File: config.mk
export PLATFORM = sky130hd
export DESIGN_NAME = cycle_supervisor
export DESIGN_NICKNAME = d
export VERILOG_FILES = /design/src/pkg/gate_pkg.sv /design/src/hdl/cycle_supervisor.sv /design/src/hdl/pin_sync.sv
export SDC_FILE = /design/constraint.sdc
export NUM_CORES = 1
export LEC_CHECK = 0
export CORE_MARGIN = 4
export CORE_UTILIZATION = 42
export DETAILED_ROUTE_END_ITERATION = 8
export DONT_BUFFER_PORTS = 1
export PLACE_DENSITY = 0.66
export SLEW_MARGIN = 20
export SYNTH_ARGS = -nofsm -noshare
export SYNTH_HDL_FRONTEND = slang
export SYNTH_SLANG_ARGS = --single-unit
File: constraint.sdc
create_clock -name core_clk -period 4.3 [get_ports core_clk]
set_input_delay 0.43 -clock core_clk [delete_from_list [all_inputs] [get_ports core_clk]]
set_output_delay 0.43 -clock core_clk [all_outputs]
set_load 0.02 [all_outputs]
File: src/pkg/gate_pkg.sv
// Constants and carrier types for the switching-cycle supervisor
package gate_pkg;

	// ********************************************************
	// Clock and switching-cycle timing
	// ********************************************************
	localparam int unsigned CLK_HZ = 10_000_000;
	localparam int unsigned CLK_PERIOD_NS = 1_000_000_000 / CLK_HZ;
	// Free-running period set by the timing resistor
	localparam int unsigned OSC_PERIOD_NS = 4000;
	localparam int unsigned OSC_CYC_INT = OSC_PERIOD_NS / CLK_PERIOD_NS;
	localparam logic [6:0] OSC_CYC = 7'(OSC_CYC_INT);
	// Sync is considered absent after this long without a falling edge
	localparam int unsigned SYNC_LOSS_NS = 8000;
	localparam int unsigned SYNC_LOSS_INT = SYNC_LOSS_NS / CLK_PERIOD_NS;
	localparam logic [7:0] SYNC_LOSS_CYC = 8'(SYNC_LOSS_INT);

	// ********************************************************
	// Counter limits and reset values
	// ********************************************************
	localparam logic [2:0] FAULT_LIMIT = 3'h7;
	localparam logic [2:0] UV_LIMIT = 3'h7;
	localparam logic [2:0] CNT_ZERO = 3'h0;
	localparam logic [2:0] CNT_ONE = 3'h1;
	localparam logic [2:0] FAULT_RESET = 3'h7;
	localparam logic [6:0] OSC_RESET = 7'h00;
	localparam logic [7:0] LOSS_RESET = 8'h00;

	// ********************************************************
	// Types
	// ********************************************************
	typedef enum logic [1:0] {
		MODE_RUN = 2'b00,
		MODE_HICCUP = 2'b01,
		MODE_LOCKOUT = 2'b10
	} mode_type;

	typedef struct packed {
		logic sync;
		logic overcurrent;
		logic ramp_done;
		logic duty_end;
	} pin_in_type;

	typedef struct packed {
		logic high_on;
		logic low_on;
	} gate_type;

	localparam pin_in_type PINS_RESET = '{1'b0, 1'b0, 1'b0, 1'b0};

endpackage : gate_pkg
File: src/hdl/cycle_supervisor.sv
// Pulse cut-off, hiccup fault counter, sync selection and gate control
module cycle_supervisor
	import gate_pkg::*;
(
	// Clock and reset
	input wire logic core_clk,
	input wire logic rst,
	// Comparator, ramp and sync pins (asynchronous)
	input wire pin_in_type pins,
	// Gate drive
	output gate_type gate_drive,
	// Status
	output logic [2:0] fault_count,
	output logic hiccup_active,
	output logic undervoltage_lockout,
	output logic sync_locked
);

	// ********************************************************
	// Pin synchronisation
	// ********************************************************
	pin_in_type pins_s;

	pin_sync u_pin_sync (
		.core_clk(core_clk),
		.rst(rst),
		.pin_async(pins),
		.pin_sync_out(pins_s)
	);

	// Saturating up/down step of a 3-bit counter
	function automatic logic [2:0] step3(input logic [2:0] v,
		input logic up);
		logic [2:0] r;
		r = v;
		if (up) begin
			if (v != FAULT_LIMIT) begin
				r = v + CNT_ONE;
			end
		end else begin
			if (v != CNT_ZERO) begin
				r = v - CNT_ONE;
			end
		end
		return r;
	endfunction : step3

	// ********************************************************
	// Cycle timing: oscillator and sync selection
	// ********************************************************
	logic sync_prev_r;
	logic sync_prev_nxt;
	logic [6:0] osc_cnt_r;
	logic [6:0] osc_cnt_nxt;
	logic [7:0] loss_cnt_r;
	logic [7:0] loss_cnt_nxt;
	logic sync_mode_r;
	logic sync_mode_nxt;
	logic sync_fall;
	logic osc_wrap;
	logic cycle_start;

	assign sync_fall = sync_prev_r & ~pins_s.sync;
	assign osc_wrap = (osc_cnt_r == OSC_CYC - 7'h01);
	// The oscillator only times cycles while not locked to sync (sync_mode_r low)
	assign cycle_start = sync_fall | (~sync_mode_r & osc_wrap);

	always_comb begin
		sync_prev_nxt = pins_s.sync;
		osc_cnt_nxt = osc_cnt_r;
		if (cycle_start) begin
			osc_cnt_nxt = OSC_RESET;
		end else if (!osc_wrap) begin
			osc_cnt_nxt = osc_cnt_r + 7'h01;
		end
		loss_cnt_nxt = loss_cnt_r;
		sync_mode_nxt = sync_mode_r;
		if (sync_fall) begin
			loss_cnt_nxt = LOSS_RESET;
			sync_mode_nxt = 1'b1;
		end else if (loss_cnt_r == SYNC_LOSS_CYC - 8'h01) begin
			// Pin held low or stopped: fall back to the oscillator
			sync_mode_nxt = 1'b0;
		end else begin
			loss_cnt_nxt = loss_cnt_r + 8'h01;
		end
	end

	always_ff @(posedge core_clk or posedge rst) begin
		if (rst) begin
			sync_prev_r <= 1'b0;
			osc_cnt_r <= OSC_RESET;
			loss_cnt_r <= LOSS_RESET;
			sync_mode_r <= 1'b0;
		end else begin
			sync_prev_r <= sync_prev_nxt;
			osc_cnt_r <= osc_cnt_nxt;
			loss_cnt_r <= loss_cnt_nxt;
			sync_mode_r <= sync_mode_nxt;
		end
	end

	// ********************************************************
	// Fault counter, undervoltage and gate control
	// ********************************************************
	mode_type mode_r;
	mode_type mode_nxt;
	logic [2:0] fault_r;
	logic [2:0] fault_nxt;
	logic [2:0] uv_cnt_r;
	logic [2:0] uv_cnt_nxt;
	logic oc_seen_r;
	logic oc_seen_nxt;
	logic ramp_seen_r;
	logic ramp_seen_nxt;
	logic arm_r;
	logic arm_nxt;
	logic hs_r;
	logic hs_nxt;
	logic ls_r;
	logic ls_nxt;
	logic oc_now;
	logic ramp_ok;
	logic overrun;
	logic sync_cut;
	logic run_nxt;

	// The ramp must have finished before the next cycle begins
	assign oc_now = oc_seen_r | (hs_r & pins_s.overcurrent);
	assign ramp_ok = ramp_seen_r | pins_s.ramp_done;
	assign overrun = cycle_start & ~ramp_ok;
	assign sync_cut = sync_fall & ~ramp_ok;

	always_comb begin
		mode_nxt = mode_r;
		fault_nxt = fault_r;
		uv_cnt_nxt = uv_cnt_r;
		oc_seen_nxt = oc_seen_r;
		ramp_seen_nxt = ramp_seen_r;
		if (cycle_start) begin
			oc_seen_nxt = 1'b0;
			ramp_seen_nxt = 1'b0;
		end else begin
			// Overcurrent only counts while the high side conducts
			oc_seen_nxt = oc_now;
			ramp_seen_nxt = ramp_ok;
		end
		unique case (mode_r)
			MODE_RUN, MODE_HICCUP: begin
				if (sync_cut && mode_r != MODE_LOCKOUT) begin
					// Sync cut the ramp short: lock out at once
					mode_nxt = MODE_LOCKOUT;
					uv_cnt_nxt = CNT_ZERO;
				end else if (cycle_start) begin
					uv_cnt_nxt = step3(uv_cnt_r, overrun);
					if (overrun && uv_cnt_r == UV_LIMIT - CNT_ONE) begin
						mode_nxt = MODE_LOCKOUT;
						uv_cnt_nxt = CNT_ZERO;
					end else if (mode_r == MODE_RUN) begin
						fault_nxt = step3(fault_r, oc_now);
						if (oc_now && fault_r == FAULT_LIMIT - CNT_ONE) begin
							mode_nxt = MODE_HICCUP;
						end
					end else begin
						// Soft-start cycle: overcurrent is not counted
						fault_nxt = step3(fault_r, 1'b0);
						if (fault_r == CNT_ONE || fault_r == CNT_ZERO) begin
							mode_nxt = MODE_RUN;
						end
					end
				end
			end
			MODE_LOCKOUT: begin
				// Recovery needs seven good ramps, then a fresh soft-start
				if (cycle_start) begin
					uv_cnt_nxt = step3(uv_cnt_r, ~overrun);
					if (!overrun && uv_cnt_r == UV_LIMIT - CNT_ONE) begin
						mode_nxt = MODE_HICCUP;
						fault_nxt = FAULT_RESET;
						uv_cnt_nxt = CNT_ZERO;
					end
				end
			end
			default: begin
				mode_nxt = MODE_LOCKOUT;
				fault_nxt = FAULT_RESET;
				uv_cnt_nxt = CNT_ZERO;
			end
		endcase
		run_nxt = (mode_nxt == MODE_RUN);
		// Low side drops at cycle start; high side rises one clock later
		// so the two never conduct together.
		arm_nxt = cycle_start & run_nxt;
		hs_nxt = run_nxt & (arm_r | (hs_r & ~pins_s.overcurrent
			& ~pins_s.duty_end & ~cycle_start));
		ls_nxt = run_nxt & ~hs_nxt & ~hs_r & ~cycle_start & ~arm_r;
	end

	always_ff @(posedge core_clk or posedge rst) begin
		if (rst) begin
			// Start-up begins with a full soft-start sequence
			mode_r <= MODE_HICCUP;
			fault_r <= FAULT_RESET;
			uv_cnt_r <= CNT_ZERO;
			oc_seen_r <= 1'b0;
			ramp_seen_r <= 1'b0;
			arm_r <= 1'b0;
			hs_r <= 1'b0;
			ls_r <= 1'b0;
		end else begin
			mode_r <= mode_nxt;
			fault_r <= fault_nxt;
			uv_cnt_r <= uv_cnt_nxt;
			oc_seen_r <= oc_seen_nxt;
			ramp_seen_r <= ramp_seen_nxt;
			arm_r <= arm_nxt;
			hs_r <= hs_nxt;
			ls_r <= ls_nxt;
		end
	end

	// ********************************************************
	// Outputs
	// ********************************************************
	assign gate_drive.high_on = hs_r;
	assign gate_drive.low_on = ls_r;
	assign fault_count = fault_r;
	assign hiccup_active = (mode_r == MODE_HICCUP);
	assign undervoltage_lockout = (mode_r == MODE_LOCKOUT);
	assign sync_locked = sync_mode_r;
endmodule : cycle_supervisor

File: src/hdl/pin_sync.sv
// Two-flop synchroniser for the asynchronous comparator and sync pins
module pin_sync
	import gate_pkg::*;
(
	// Clock and reset
	input wire logic core_clk,
	input wire logic rst,
	// Pins
	input wire pin_in_type pin_async,
	output pin_in_type pin_sync_out
);

	pin_in_type meta_r;
	pin_in_type meta_nxt;
	pin_in_type stable_r;
	pin_in_type stable_nxt;

	// Only the second stage is read outside this module
	always_comb begin
		meta_nxt = pin_async;
		stable_nxt = meta_r;
	end

	always_ff @(posedge core_clk or posedge rst) begin
		if (rst) begin
			meta_r <= PINS_RESET;
			stable_r <= PINS_RESET;
		end else begin
			meta_r <= meta_nxt;
			stable_r <= stable_nxt;
		end
	end

	assign pin_sync_out = stable_r;

endmodule : pin_sync

======== Yosys cells after proc, flatten, opt, wreduce, memory -nomap -nowiden ========
Cells that the tools add are included.
W data, S select, Z words.
word-level totals
  output and inout bits ................... 8
  bits in registers ....................... 38
  input port bits ......................... 6
  logic and storage cells ................. 124
operators by class
  add/sub/neg operators ................... 6
  bitwise gates (word level) .............. 27
  mux-type cells .......................... 37
  reduce and logical (&&, ||, !) cells .... 15
  equal/unequal tests ..................... 19
operators by type and width
  cell                   count
  $mux W3                18
  $mux W2                8
  $mux W8                2
  $and A1 B1 Y1          14
  $mux W7                2
  $pmux W3 S2            2
  $ne A2 B2 Y1 const B   5
  $ne A3 B3 Y1 const B   3
  $not A1 Y1             9
  $add A8 B1 Y8 const B  1
  $eq A8 B7 Y1 const B   1
  $add A7 B1 Y7 const B  1
  $eq A7 B6 Y1 const B   1
  $add A3 B1 Y3 const B  2
  $eq A3 B3 Y1 const B   2
  $ne A2 B1 Y1 const B   3
  $reduce_and A6 Y1      1
  $reduce_bool A3 Y1     2
  $sub A3 B1 Y3 const B  2
  $logic_and A1 B1 Y1    4
  $logic_not A2 Y1       2
  $mux W1                4
  $ne A4 B4 Y1 const B   1
  $or A1 B1 Y1           4
  10 further kinds       10

======== Logic depth before layout (Yosys ltp) ========
Gate-level depths: netlist of the first run.
  depth after elaboration ................. 16
  mapped depth ............................ 7
  gate-level depth less buffers ........... 7

======== Cells and area by module ========
A second synthesis of the first run with hierarchy kept.
unflattened totals
  cell total of the unflattened synthesis .. 200
  area total of the unflattened synthesis .. 1981.9 sq um
by module, submodules not included
  module            cells an instance  area an instance (sq um)  instances
  cycle_supervisor  191                1778.0                    1
  pin_sync          9                  203.9                     1

======== Worst setup path before layout of the first run ========
Ideal clock, no wire load.
  path kind ............................... reg-to-reg
  start ................................... register sync_mode_r (netlist: sync_locked)
  end ..................................... register fault_r[2] (netlist: fault_count[2])
  clock period less this slack ............ 2.007 ns
  setup slack ............................. 2.293 ns
  data arrival time ....................... 1.930 ns
  setup time .............................. 0.077 ns
  cell stages (with the launch flop) ...... 6
  path buffers ............................ 1
  cell sequence ........................... dfrtp_1 > or4_4 > o21a_1 > buf_6 > or4_1 > o21a_1
on the way
  word-level cells in the longest chain between the ends .. 8
RTL lines
  what                           line                     text
  start: declaration             cycle_supervisor.sv:57   logic sync_mode_r;
  start signal: assignment       cycle_supervisor.sv:99   sync_mode_r <= sync_mode_nxt;
  $not A1 Y1 *                   cycle_supervisor.sv:66   assign cycle_start = sync_fall | (~sync_mode_r & osc_wrap);
  $and A1 B1 Y1 *                cycle_supervisor.sv:66
  $or A1 B1 Y1 *                 cycle_supervisor.sv:66
  $and A1 B1 Y1                  cycle_supervisor.sv:131  assign overrun = cycle_start & ~ramp_ok;
  $logic_not A1 Y1               cycle_supervisor.sv:177  if (!overrun && uv_cnt_r == UV_LIMIT - CNT_ONE) begin
  $logic_and A1 B1 Y1            cycle_supervisor.sv:177
  $ne A2 B1 Y1 (no line)         -
  $reduce_and A6 Y1 (no line) *  -
  end signal: assignment         cycle_supervisor.sv:212  fault_r <= fault_nxt;
  end: declaration               cycle_supervisor.sv:108  logic [2:0] fault_r;
Every way passes the cells marked *; elsewhere a longest branch is shown, timed or not.
A chain may end at the register's enable or synchronous reset.

======== Worst setup path after layout of the first run ========
  start ................................... register sync_mode_r (netlist: sync_locked)
  end ..................................... register fault_r[0] (netlist: fault_count[0])
Same word-level chain as after synthesis.

==> reports/results.txt, run 1 <==
The run gives 0.00223 sq mm as the post-route standard cell area excluding fillers. The critical path goes through or4_4 -> o21ai_4 -> a21boi_1 -> or4_1 -> nand3_1. Timing would allow up to 437 MHz.

The post-CTS resize count was 0. The tools report the number of clock sinks as 38. For this run, asynchronously set or reset flops after synthesis account for 100%. After global routing, the most crowded layer is met1. The worst register-to-register path has a depth of 5. The startpoint identified for the worst register-to-register timing path is sync_locked$_DFFE_PP0P_. The arrival time reported for the critical path endpoint is 2.53 ns, and the global-route usage over all layers is 14.2%. The class of the most critical hold timing path is in -> async.

The register-to-register setup slack was 2.01 ns; the clock transition time at the flip-flop clock pins of the worst setup and hold paths was 0.08 ns. Buffers inserted during clock tree synthesis total 5. Among cell families on the critical path, the largest total delay comes from simple AND/OR/NAND/NOR gates. The stage delay of the slowest cell on the critical path works out to 0.56 ns. The critical path starts at sync_locked$_DFFE_PP0P_. The synthesized design contains 0 enable-type register cells. The tools report the number of antenna violations at the first check in global routing as 0.

The region available for standard cell placement spans 0.00472 sq mm. The worst-path maximum fanout was 16; the highest ir drop seen on vdd was 0.218 mV. The top cell types in the final layout, fill and taps aside, are dfrtp_1, nor2_1, nand2_1, o21ai_0, ha_1. The root buffer cell chosen for the clock tree is clkbuf_8. The post-route netlist has 11.1% of its cells at a drive strength greater than 1.

The combined buffer and inverter count along the critical path works out to 0. Number of placed I/O pins: 14. The die outline area was 0.00606 sq mm.

The worst setup path is captured at a flop. The flow ran to the end, and the final reports show no timing, DRC or antenna violations. The area added between synthesis and finish is 8.92%, and the hold violation total from the final report is 0.

In the post-synthesis netlist, the biggest area contributors are dfrtp_1, ha_1, dfstp_2. No sink is reached through more buffers than the 2 on the longest clock path. The remaining design rule violation count was 0; the ratio of routed vias to standard cells was 5.41. Synthesis inferred 38 register bits. The first global-routing pass estimated 6880 um of wire. The remaining antenna violation count after routing is 0, and the number of different library cells in the post-synthesis netlist is 47. The areal power density over the cells was 600 mW/mm^2; the post-route clock skew was 0.00533 ns.

The worst path uses 53.3% of the clock period. The number of setup violations in the final report is 0, and the warning count from the yosys run is 0. For this run, the post-layout net count is 225. The headroom to the max-slew limit is 39.9%.

Sequential elements use 46.7% of the synthesized area. The top cell type by total area after synthesis is dfrtp_1. At the end of routability-driven placement, the weighted congestion stood at 0.810.

Max-slew violation count: 0. The number of nets in the synthesized netlist is 225. Dividing the detail-routed wire length by the instance count gives 13.7 um. Global routing consumed, on the met1 layer, 20.5% of the routing resources.

The count of hold buffers inserted by post-cts repair was 0. The placed cell area is 0.00209 sq mm. TritonCTS built the clock tree.

The run gives 3.60% as the met3 global-route usage. Leaving out fill and tap cells, the most frequent cell in the layout is dfrtp_1. Synthesis produced a netlist whose cell count is 207. Entering global routing, the biggest net connects 39 pins. Global routing used 20.1% of the available met2 tracks.

At the pin with the least slew margin, the transition time is 0.900 ns. The shortest period the worst path allows came out at 2.29 ns. After detailed placement, the design holds a cell count of 267. The mean cell area of the mapped netlist was 9.89 sq um; the critical path data required time was 4.54 ns. In this run the critical register-to-register path is captured at fault_count[0]$_DFFE_PP1P_. The clock reaches the later pin of the worst-skew pair after 0.29 ns. STA classifies the critical path startpoint as a flop. In the synthesized netlist the dominant register cell turns out to be dfrtp_1. The wire length after detailed routing came out at 3780 um.

Critical path start-end classification: reg -> reg. The layout has 442 filler cells. The summed instance area of the synthesized netlist is 0.00205 sq mm, and the number of gates on the worst path with buffers counted is 5. Setup repair after global routing left no endpoint under its margin. Number of global-route vias before repair: 1418. The quantity of I/O buffers inserted on ports is 0, and the die width is 77.8 um. 0 antenna diodes ended up in the layout. The number of max-cap violations was 0. For this design the static power due to leakage is 0.000919 uW. The number of setup buffers added after CTS is 0.

The final standard cell count with taps included and fillers excluded is 275, and the floorplan die height is 77.8 um. Portion of synthesized cell area occupied by the leading cell type: 41.5%. The post-detailed-placement half-perimeter wirelength was 2630 um; the number of search-and-repair iterations in the first detailed-routing pass was 4. On the critical path, the stage with the largest delay is an instance of or4_4. The detailed router placed 1489 vias in this run. In this run the number of H-tree levels came out at 2.

The logs give 25 for the number of placement rows and 0 for the total grt overflow. The initial cell density of the core came out at 43.4%. The final sum of negative setup slack is 0 ns. After the first detailed-routing iteration, the DRC count stood at 122.
power breakdown:
part	leakage [uW]	switching, uW	internal, uW	total, uW
logic	0.000384	223	185	408
clock network	0.0000683	133	232	366
registers	0.000467	124	441	564
total	0.000919	479	858	1340
final cells by class:
| cell class | count | area, sq um | area share (%) |
|---|---|---|---|
| multi-input combinational | 156 | 1030 | 46.0 |
| sequential | 38 | 956 | 42.8 |
| tap | 67 | 83.8 | 3.76 |
| clock buffer | 5 | 68.8 | 3.08 |
| clock inverter | 3 | 68.8 | 3.08 |
| inverter | 5 | 18.8 | 0.841 |
| timing repair buffer | 1 | 7.51 | 0.337 |
logic make-up (layout without fill, tap and decap cells):
group	count (synthesis)	in the layout	synth area share [%]
and+or+nand+nor	82	82	20.4
AOI/OAI and AO/OA	52	52	17.6
DFF	38	38	46.7
buffers and inverters	13	14	3.18
adders and majority gates	12	12	7.33
xor gates and xnor gates	5	5	2.14
muxes	5	5	2.69
worst max path at each step:
stage,endpoint
floorplan,fault_count[2]$_DFFE_PP1P_
global placement,fault_count[0]$_DFFE_PP1P_
detailed placement,fault_count[0]$_DFFE_PP1P_
CTS,fault_count[0]$_DFFE_PP1P_
global route,fault_count[0]$_DFFE_PP1P_
finish,fault_count[0]$_DFFE_PP1P_
per-stage QoR:
stage                     worst slack [ns]  total power [uW]  hold WS, ns  util [%]
after floorplan                       2.29               891        0.331         -
after global placement                2.06               969        0.333      44.3
after detailed placement              2.03               976        0.335      44.3
after CTS                             2.01              1350        0.138      47.2
after global routing                  1.87              1450        0.140      47.2
final                                 2.01              1340        0.129      47.2
synthesized netlist by cell type, types with 3 or more instances:
cell type	instances
xor2_1	4
a211oi_1	3
dfrtp_1	34
o21a_1	4
nor2_1	22
nor2b_1	3
dfstp_2	4
inv_1	5
mux2_2	4
a21oi_1	9
o211ai_1	5
or3_1	5
nand3_1	11
nand2_1	18
clkbuf_1	4
ha_1	12
o21ai_0	12
a31oi_1	5
nand2b_1	5
nand4_1	4
state kept, by name (all words and copies together) (netlist names), 2 cells and up:
name / cells
loss_cnt_r: 8
osc_cnt_r: 7
u_pin_sync.meta_r: 4
u_pin_sync.pin_sync_out: 4
fault_count: 3
uv_cnt_r: 3
mode_r: 2
metal layers:
metal / share of wire [%] / vias to the layer above / wire length [um]
li1: - / 751 / -
met1: 52 / 699 / 1970
met2: 42 / 34 / 1590
met3: 4.2 / 5 / 157
met4: 1.6 / 0 / 62
met5: 0 / - / 0
No activity file was read; power rests on OpenSTA's default activity.
==> run 2: changes to the inputs <==
--- a/config.mk
+++ b/config.mk
@@ -9,7 +9,7 @@
 export CORE_UTILIZATION = 42
 export DETAILED_ROUTE_END_ITERATION = 8
 export DONT_BUFFER_PORTS = 1
-export PLACE_DENSITY = 0.66
+export PLACE_DENSITY = 0.69
 export SLEW_MARGIN = 20
 export SYNTH_ARGS = -nofsm -noshare
 export SYNTH_HDL_FRONTEND = slang
==> constraint.sdc (replaced) <==
create_clock -name core_clk -period 2.1 [get_ports core_clk]
set_input_delay 0.21 -clock core_clk [delete_from_list [all_inputs] [get_ports core_clk]]
set_output_delay 0.21 -clock core_clk [all_outputs]
set_load 0.02 [all_outputs]
==> reports/results.txt, run 2 (synthesized netlist as in run 1, its figures left out) <==
Setup repair after global routing left no endpoint under its margin. The path depth of the worst reg2reg path was 5 (unchanged). The tools report the critical path capture point type as a flop (unchanged). The shortest period the worst path allows came out at 2.02 ns (was 2.29 ns). The areal power density over the cells is 1190 mW/mm^2 (was 600 mW/mm^2), and the die outline area is 0.00606 sq mm (unchanged). The stage delay of the slowest cell on the critical path works out to 0.57 ns (was 0.56 ns).

Largest register by flop count: loss_cnt_r (unchanged). The final standard cell count with taps included and fillers excluded is 294 (was 275), and the fraction of final layout cells sized beyond drive strength 1 is 18.5% (was 11.1%). The tools report the startpoint of the worst setup timing path as osc_cnt_r[4]$_DFFE_PP0P_ (was sync_locked$_DFFE_PP0P_).

The clock transition time at the flip-flop clock pins of the worst setup and hold paths was 0.08 ns (about the same). The mean routed wirelength per cell came out at 13.9 um (was 13.7 um). Largest delay contributor family on the critical path: simple AND/OR/NAND/NOR gates (unchanged). The tools report the launch point of the worst reg-to-reg path as osc_cnt_r[4]$_DFFE_PP0P_ (was sync_locked$_DFFE_PP0P_). The critical path start-end classification is reg -> reg (unchanged).

The tools report the number of DRC markers after the initial detailed-route iteration as 152 (was 122). The ratio of routed vias to standard cells is 5.46 (was 5.41). The arrival time reported for the critical path endpoint is 2.22 ns (was 2.53 ns), and the clock buffer count from CTS is 5 (unchanged).

TritonCTS built the clock tree. For the last weighted congestion value of the routability-driven placer, the log shows 0.884 (was 0.810). The number of search-and-repair iterations in the first detailed-routing pass was 4 (unchanged).

Number of levels in the clock H-tree: 2 (unchanged). Slowest cell on the critical path: or4_4 (unchanged). Capturing point of the worst reg2reg path: ls_r$_DFF_PP0_ (was fault_count[0]$_DFFE_PP1P_). The number of setup violations in the final report is 0 (unchanged). The tools report the met2 wire length as 1950 um (was 1590 um). The run gives 0 (unchanged) as the number of antenna violations at the first check in global routing.

The wire length after detailed routing was 4100 um (was 3780 um); the switching power share of the total was 35.6% (was 35.8%). For the wire length on met3, the log shows 212 um (was 157 um). The pin count of the biggest net entering global routing is 39 (unchanged), and the number of placement rows is 25 (unchanged).

The global-route wire length before repair is 7200 um (was 6880 um), and the number of nets in the finished design is 244 (was 225). The area added between synthesis and finish was 17.6% (was 8.92%). The tools report the core footprint as 0.00472 sq mm (unchanged).

The combined buffer and inverter count along the critical path is 0 (unchanged). Max-slew violation count: 0 (unchanged). The logs give 0 (unchanged) for the remaining design rule violation count and 0 (unchanged) for the total grt overflow. The run finished with clean final reports. For the number of global-route vias before repair, the log shows 1594 (was 1418). Cell-internal power: 1840 uW (was 858 uW). The final sum of negative setup slack was 0 ns (unchanged); the number of clock sinks was 38 (unchanged). The class of the most critical hold timing path was reg -> reg (was in -> async). The part of the cycle the worst path needs works out to 96.1% (was 53.3%). The proportion of power drawn by combinational gates was 36.2% (was 30.5%); the maximum operating frequency was 495 MHz (was 437 MHz). The initial cell density of the core is 43.4% (unchanged), and the count of antenna diodes in the layout is 0 (unchanged). The slew at the pin with the worst max-slew slack is 0.464 ns (was 0.900 ns). Leading registers by flop count: loss_cnt_r x8, osc_cnt_r x7 (unchanged).

Headroom to the max-slew limit: 69.0% (was 39.9%). Quantity of I/O buffers inserted on ports: 0 (unchanged). Last element of the critical path: ls_r$_DFF_PP0_ (was fault_count[0]$_DFFE_PP1P_).

For the share of total power in sequential cells, the log shows 37.7% (was 42.2%). Top layer reached by signal wires: met4 (unchanged). The run gives 26.1% (was 27.3%) as the power share of the clock group. Worst-path cell chain: or4_4 -> o21a_2 -> o31ai_2 -> nand3_2 -> nor4_2 (was or4_4 -> o21ai_4 -> a21boi_1 -> or4_1 -> nand3_1). The worst-path maximum fanout came out at 9 (was 16).

The final-layout worst hold slack is 0.353 ns (was 0.129 ns), and the number of max-cap violations is 0 (unchanged). The logs give 14 (unchanged) for the number of placed I/O pins and 0.573 mV (was 0.218 mV) for the highest ir drop seen on vdd. The most common library cell in the layout ignoring fill and taps was dfrtp_1 (unchanged).

The cell at the root of the clock tree is clkbuf_8 (unchanged). Post-route clock skew: 0.00960 ns (was 0.00533 ns). The number of gates on the worst path with buffers counted is 5 (unchanged), and the remaining antenna violation count after routing is 0 (unchanged). The clock latency on the worst-skew pair was 0.29 ns (about the same). The die width was 77.8 um (unchanged). For the critical path data required time, the log shows 2.30 ns (was 4.54 ns).

The tools report the sort of element at the start of the critical path as a flop (unchanged). The number of fillers in the final layout was 442 (unchanged); the number of stages on the worst hold path was 0. The cell leakage power was 0.00101 uW (was 0.000919 uW).

The routed metal-1 wire length is 1900 um (was 1970 um). The global-route usage over all layers came out at 14.7% (was 14.2%). Worst-case clock buffer depth: 2 (unchanged). The number of buffers added for setup after CTS is 0 (unchanged), and the flip-flop count of the largest register, all copies and words added is 8 (unchanged).

The floorplan die height came out at 77.8 um (unchanged). The tools report the final design utilization as 51.0% (was 47.2%). Commonest non-fill, non-tap cells in the layout: dfrtp_1, nor2_1, nand2_1, buf_4 (was dfrtp_1, nor2_1, nand2_1, o21ai_0, ha_1). The logs give 281 (was 267) for the number of cells in the design after placement and 0 (unchanged) for the hold violation total from the final report. The logs give 0.08 ns (was 2.01 ns) for the register-to-register setup slack and 1020 uW (was 479 uW) for the net switching component of the power. The tools report the total number of vias as 1606 (was 1489). The post-detailed-placement half-perimeter wirelength came out at 2900 um (was 2630 um).
[run 2: worst min path at each step]
stage / startpoint / end / slack (ns)
2_1_floorplan: pins[0] / u_pin_sync.meta_r[0]$_DFF_PP0_ / 0.24
3_5_place_dp: rst / loss_cnt_r[5]$_DFFE_PP0P_ / 0.24
6_report: u_pin_sync.meta_r[2]$_DFF_PP0_ / u_pin_sync.pin_sync_out[2]$_DFF_PP0_ / 0.35
3_3_place_gp: rst / u_pin_sync.meta_r[2]$_DFF_PP0_ / 0.24
5_1_grt: u_pin_sync.meta_r[2]$_DFF_PP0_ / u_pin_sync.pin_sync_out[2]$_DFF_PP0_ / 0.36
4_1_cts: u_pin_sync.meta_r[2]$_DFF_PP0_ / u_pin_sync.pin_sync_out[2]$_DFF_PP0_ / 0.36
[run 2: power groups by stage]
| stage | clock network (uW) | registers (uW) | logic (uW) |
|---|---|---|---|
| finish | 745 | 1080 | 1030 |
| global route | 790 | 1110 | 1170 |
| CTS | 757 | 1070 | 1030 |
| detailed placement | 0 | 1090 | 1020 |
| global placement | 0 | 1080 | 998 |
| floorplan | 0 | 1070 | 749 |
[run 2: stage by stage]
stage	area, sq um	setup WS (ns)	total power [uW]
after floorplan	2050	0.0930	1820
after global placement	2200	0.130	2080
after detailed placement	2200	0.0702	2100
after CTS	2390	0.0467	2860
after global routing	2410	0.00920	3070
final	2410	0.0815	2860
[run 2: metal layers]
layer  global-route usage [%]  up-vias
met5                        0        -
li1                         -      789
met3                     4.29        6
met1                     18.8      752
met4                     4.63        0
met2                     24.1       59
[run 2: timing repair]
item	4_1_cts	5_1_grt
hold buffers	5	0
endpoints found under the setup margin	0	7
gates resized for setup	0	5
hold endpoints to repair	38	0
[run 2: final cells by class]
| type | instances | area (sq um) | share of cell area (%) |
|---|---|---|---|
| Sequential cell | 38 | 956 | 39.7 |
| Clock buffer | 5 | 68.8 | 2.86 |
| Tap cell | 67 | 83.8 | 3.48 |
| Multi-Input combinational cell | 156 | 1050 | 43.6 |
| Clock inverter | 3 | 68.8 | 2.86 |
| Inverter | 5 | 18.8 | 0.779 |
| Timing Repair Buffer | 20 | 163 | 6.75 |
==> run 3: changes to the inputs <==
--- a/config.mk
+++ b/config.mk
@@ -9,7 +9,7 @@
 export CORE_UTILIZATION = 42
 export DETAILED_ROUTE_END_ITERATION = 8
 export DONT_BUFFER_PORTS = 1
-export PLACE_DENSITY = 0.69
+export PLACE_DENSITY = 0.66
 export SLEW_MARGIN = 20
 export SYNTH_ARGS = -nofsm -noshare
 export SYNTH_HDL_FRONTEND = slang
==> constraint.sdc (replaced) <==
create_clock -name core_clk -period 2.25 [get_ports core_clk]
set_input_delay 0.225 -clock core_clk [delete_from_list [all_inputs] [get_ports core_clk]]
set_output_delay 0.225 -clock core_clk [all_outputs]
set_load 0.02 [all_outputs]
==> reports/results.txt, run 3 (synthesized netlist as in run 1, its figures left out) <==
The flow ran to the end, and the final reports show no timing, DRC or antenna violations. The tools report the clock buffer count from CTS as 5 (unchanged). The stage delay of the slowest cell on the critical path is 0.59 ns (was 0.57 ns).

The logs give 0 (unchanged) for the number of antenna violations at the first check in global routing and 14.9% (was 14.7%) for the global-route usage over all layers. The slew at the pin with the worst max-slew slack is 0.690 ns (was 0.464 ns). Number of global-route vias before repair: 1589 (was 1594).

The global-route wire length before repair came out at 7280 um (was 7200 um). Number of DRC markers after the initial detailed-route iteration: 79 (was 152). The tools report the post-detailed-placement half-perimeter wirelength as 2860 um (was 2900 um). The number of cells in the design after placement was 276 (was 281).

Sink of the worst hold path: u_pin_sync.pin_sync_out[3]$_DFF_PP0_ (was u_pin_sync.pin_sync_out[2]$_DFF_PP0_). Total number of vias: 1563 (was 1606). The run gives 0 (unchanged) as the count of antenna diodes in the layout.

The class of the most critical hold timing path was reg -> reg (unchanged). The number of stages on the worst hold path was 0 (unchanged); the post-route clock skew was 0.00812 ns (was 0.00960 ns). Sort of element at the start of the critical path: a flop (unchanged). Critical path capture point type: a flop (unchanged).

The final sum of negative setup slack is 0 ns (unchanged). Number of search-and-repair iterations in the first detailed-routing pass: 4 (unchanged). Number of setup violations in the final report: 0 (unchanged). The tools report the startpoint of the worst hold path as u_pin_sync.meta_r[3]$_DFF_PP0_ (was u_pin_sync.meta_r[2]$_DFF_PP0_). The tools report the worst setup margin as 0.118 ns (was 0.0815 ns). The cell at the root of the clock tree was clkbuf_8 (unchanged). The number of nets in the finished design was 239 (was 244); the part of the cycle the worst path needs was 94.7% (was 96.1%).

The run gives 956 sq um (unchanged) as the area used by sequential logic in the layout. For the pin count of the biggest net entering global routing, the log shows 39 (unchanged). The mean routed wirelength per cell came out at 13.8 um (was 13.9 um). The routed metal-1 wire length is 1860 um (was 1900 um). The run gives 2 (unchanged) as the worst-case clock buffer depth. Top layer reached by signal wires: met4 (unchanged). The number of levels in the clock H-tree is 2 (unchanged), and the floorplan die height is 77.8 um (unchanged). The wire length on met3 is 151 um (was 212 um), and the minimum setup slack after placement is 0.135 ns (was 0.0702 ns).

For the number of max-cap violations, the log shows 0 (unchanged). The slowest cell on the critical path was or4_4 (unchanged). For the multi-input combinational cell area, the log shows 0.00103 sq mm (was 0.00105 sq mm). Startpoint of the worst setup timing path: osc_cnt_r[3]$_DFFE_PP0P_ (was osc_cnt_r[4]$_DFFE_PP0P_). For the remaining antenna violation count after routing, the log shows 0 (unchanged). The run gives 0.000984 uW (was 0.00101 uW) as the cell leakage power. Critical path start-end classification: reg -> reg (unchanged). The fraction of final layout cells sized beyond drive strength 1 was 14.4% (was 18.5%); the core footprint was 0.00472 sq mm (unchanged). The remaining design rule violation count is 0 (unchanged), and the area added between synthesis and finish is 14.7% (was 17.6%). The final standard cell count with taps included and fillers excluded was 289 (was 294); the initial cell density of the core was 43.4% (unchanged). The run gives 0 (unchanged) as the hold violation total from the final report. The last weighted congestion value of the routability-driven placer is 0.827 (was 0.884).

The tools report the launch point of the worst reg-to-reg path as osc_cnt_r[3]$_DFFE_PP0P_ (was osc_cnt_r[4]$_DFFE_PP0P_). The most common library cell in the layout ignoring fill and taps was dfrtp_1 (unchanged). The number of buffers added for setup after CTS is 0 (unchanged). The largest register by flop count is loss_cnt_r (unchanged). The number of placed I/O pins came out at 14 (unchanged).

The run gives 2620 uW (was 2860 uW) as the total chip power. The register-to-register setup slack came out at 0.12 ns (was 0.08 ns). The quantity of I/O buffers inserted on ports works out to 0 (unchanged).

For the headroom to the max-slew limit, the log shows 53.7% (was 69.0%). The logs give 430 (was 442) for the number of fillers in the final layout and 0.352 ns (was 0.353 ns) for the final-layout worst hold slack. The clock transition time at the flip-flop clock pins of the worst setup and hold paths is 0.08 ns (about the same), and the number of clock sinks is 38 (unchanged).

The arrival time reported for the critical path endpoint came out at 2.31 ns (was 2.22 ns). The capturing point of the worst reg2reg path was uv_cnt_r[2]$_DFFE_PP0P_ (was ls_r$_DFF_PP0_). The shortest period the worst path allows was 2.13 ns (was 2.02 ns); the max-slew violation count was 0 (unchanged).

The areal power density over the cells is 1110 mW/mm^2 (was 1190 mW/mm^2), and the path depth of the worst reg2reg path is 5 (unchanged). The ratio of routed vias to standard cells came out at 5.41 (was 5.46). The logs give 0 (unchanged) for the total grt overflow and 0.29 ns (about the same) for the clock latency on the worst-skew pair.

The run gives 2.43 ns (was 2.30 ns) as the critical path data required time. Worst-path cell chain: or4_4 -> o21a_1 -> o211ai_1 -> a311oi_1 -> a311o_1 (was or4_4 -> o21a_2 -> o31ai_2 -> nand3_2 -> nor4_2). TritonCTS built the clock tree.

The highest ir drop seen on vdd is 0.487 mV (was 0.573 mV). Leading registers by flop count: loss_cnt_r x8, osc_cnt_r x7 (unchanged). The logs give 1900 um (was 1950 um) for the met2 wire length and 469 MHz (was 495 MHz) for the maximum operating frequency. Number of placement rows: 25 (unchanged). The wire length after detailed routing came out at 4000 um (was 4100 um). Setup repair after global routing left no endpoint under its margin.

Commonest non-fill, non-tap cells in the layout: dfrtp_1, nor2_1, nand2_1, o21ai_0, ha_1 (was dfrtp_1, nor2_1, nand2_1, buf_4). The die width is 77.8 um (unchanged), and the flip-flop count of the largest register, all copies and words added is 8 (unchanged). Worst-path maximum fanout: 11 (was 9). The tools report the die outline area as 0.00606 sq mm (unchanged).
-- run 3: cell count changes in the layout (fill, tap and decap cells not counted), sizes merged --
cell	delta
buf	-5
-- run 3: metrics by stage --
step | instance area [sq um] | utilization [%]
after global routing | 2350 | 49.7
after floorplan | 2050 | -
after global placement | 2160 | 45.7
after CTS | 2350 | 49.7
final | 2350 | 49.7
after detailed placement | 2160 | 45.7
-- run 3: worst max-delay path by stage --
stage / endpoint / slack, ns / cells after the start
2_1_floorplan: fault_count[2]$_DFFE_PP1P_ / 0.24 / 5
3_3_place_gp: ls_r$_DFF_PP0_ / 0.16 / 5
3_5_place_dp: ls_r$_DFF_PP0_ / 0.13 / 5
4_1_cts: ls_r$_DFF_PP0_ / 0.1 / 5
5_1_grt: ls_r$_DFF_PP0_ / 0.003 / 5
6_report: uv_cnt_r[2]$_DFFE_PP0P_ / 0.12 / 5
-- run 3: power breakdown --
part           internal, uW  switching (uW)  total [uW]
Clock                   444             253         697
Combinational           401             489         889
Sequential              842             188        1030
-- run 3: cell type report --
type | instances | share of cell area, %
multi-input combinational | 156 | 43.7
sequential | 38 | 40.7
timing repair buffer | 15 | 5.33
tap | 67 | 3.57
clock buffer | 5 | 2.93
clock inverter | 3 | 2.93
inverter | 5 | 0.799
-- run 3: repair_timing --
action / in CTS / in global routing
endpoints found under the hold margin: 38 / 0
hold buffers: 5 / 0
resized for setup: 0 / 0
-- run 3: layer usage --
metal	GRT usage [%]	vias up
met5	0	-
met4	5.34	0
met3	3.71	9
met2	23.5	28
met1	19.6	752
li1	-	774
-- run 3: critical path, delay by kind of cell, from the launching register on --
family	cells	cell delay, ns
AO/OA/AOI/OAI	4	1.00
flip-flops	1	0.43
AND/OR/NAND/NOR	1	0.59
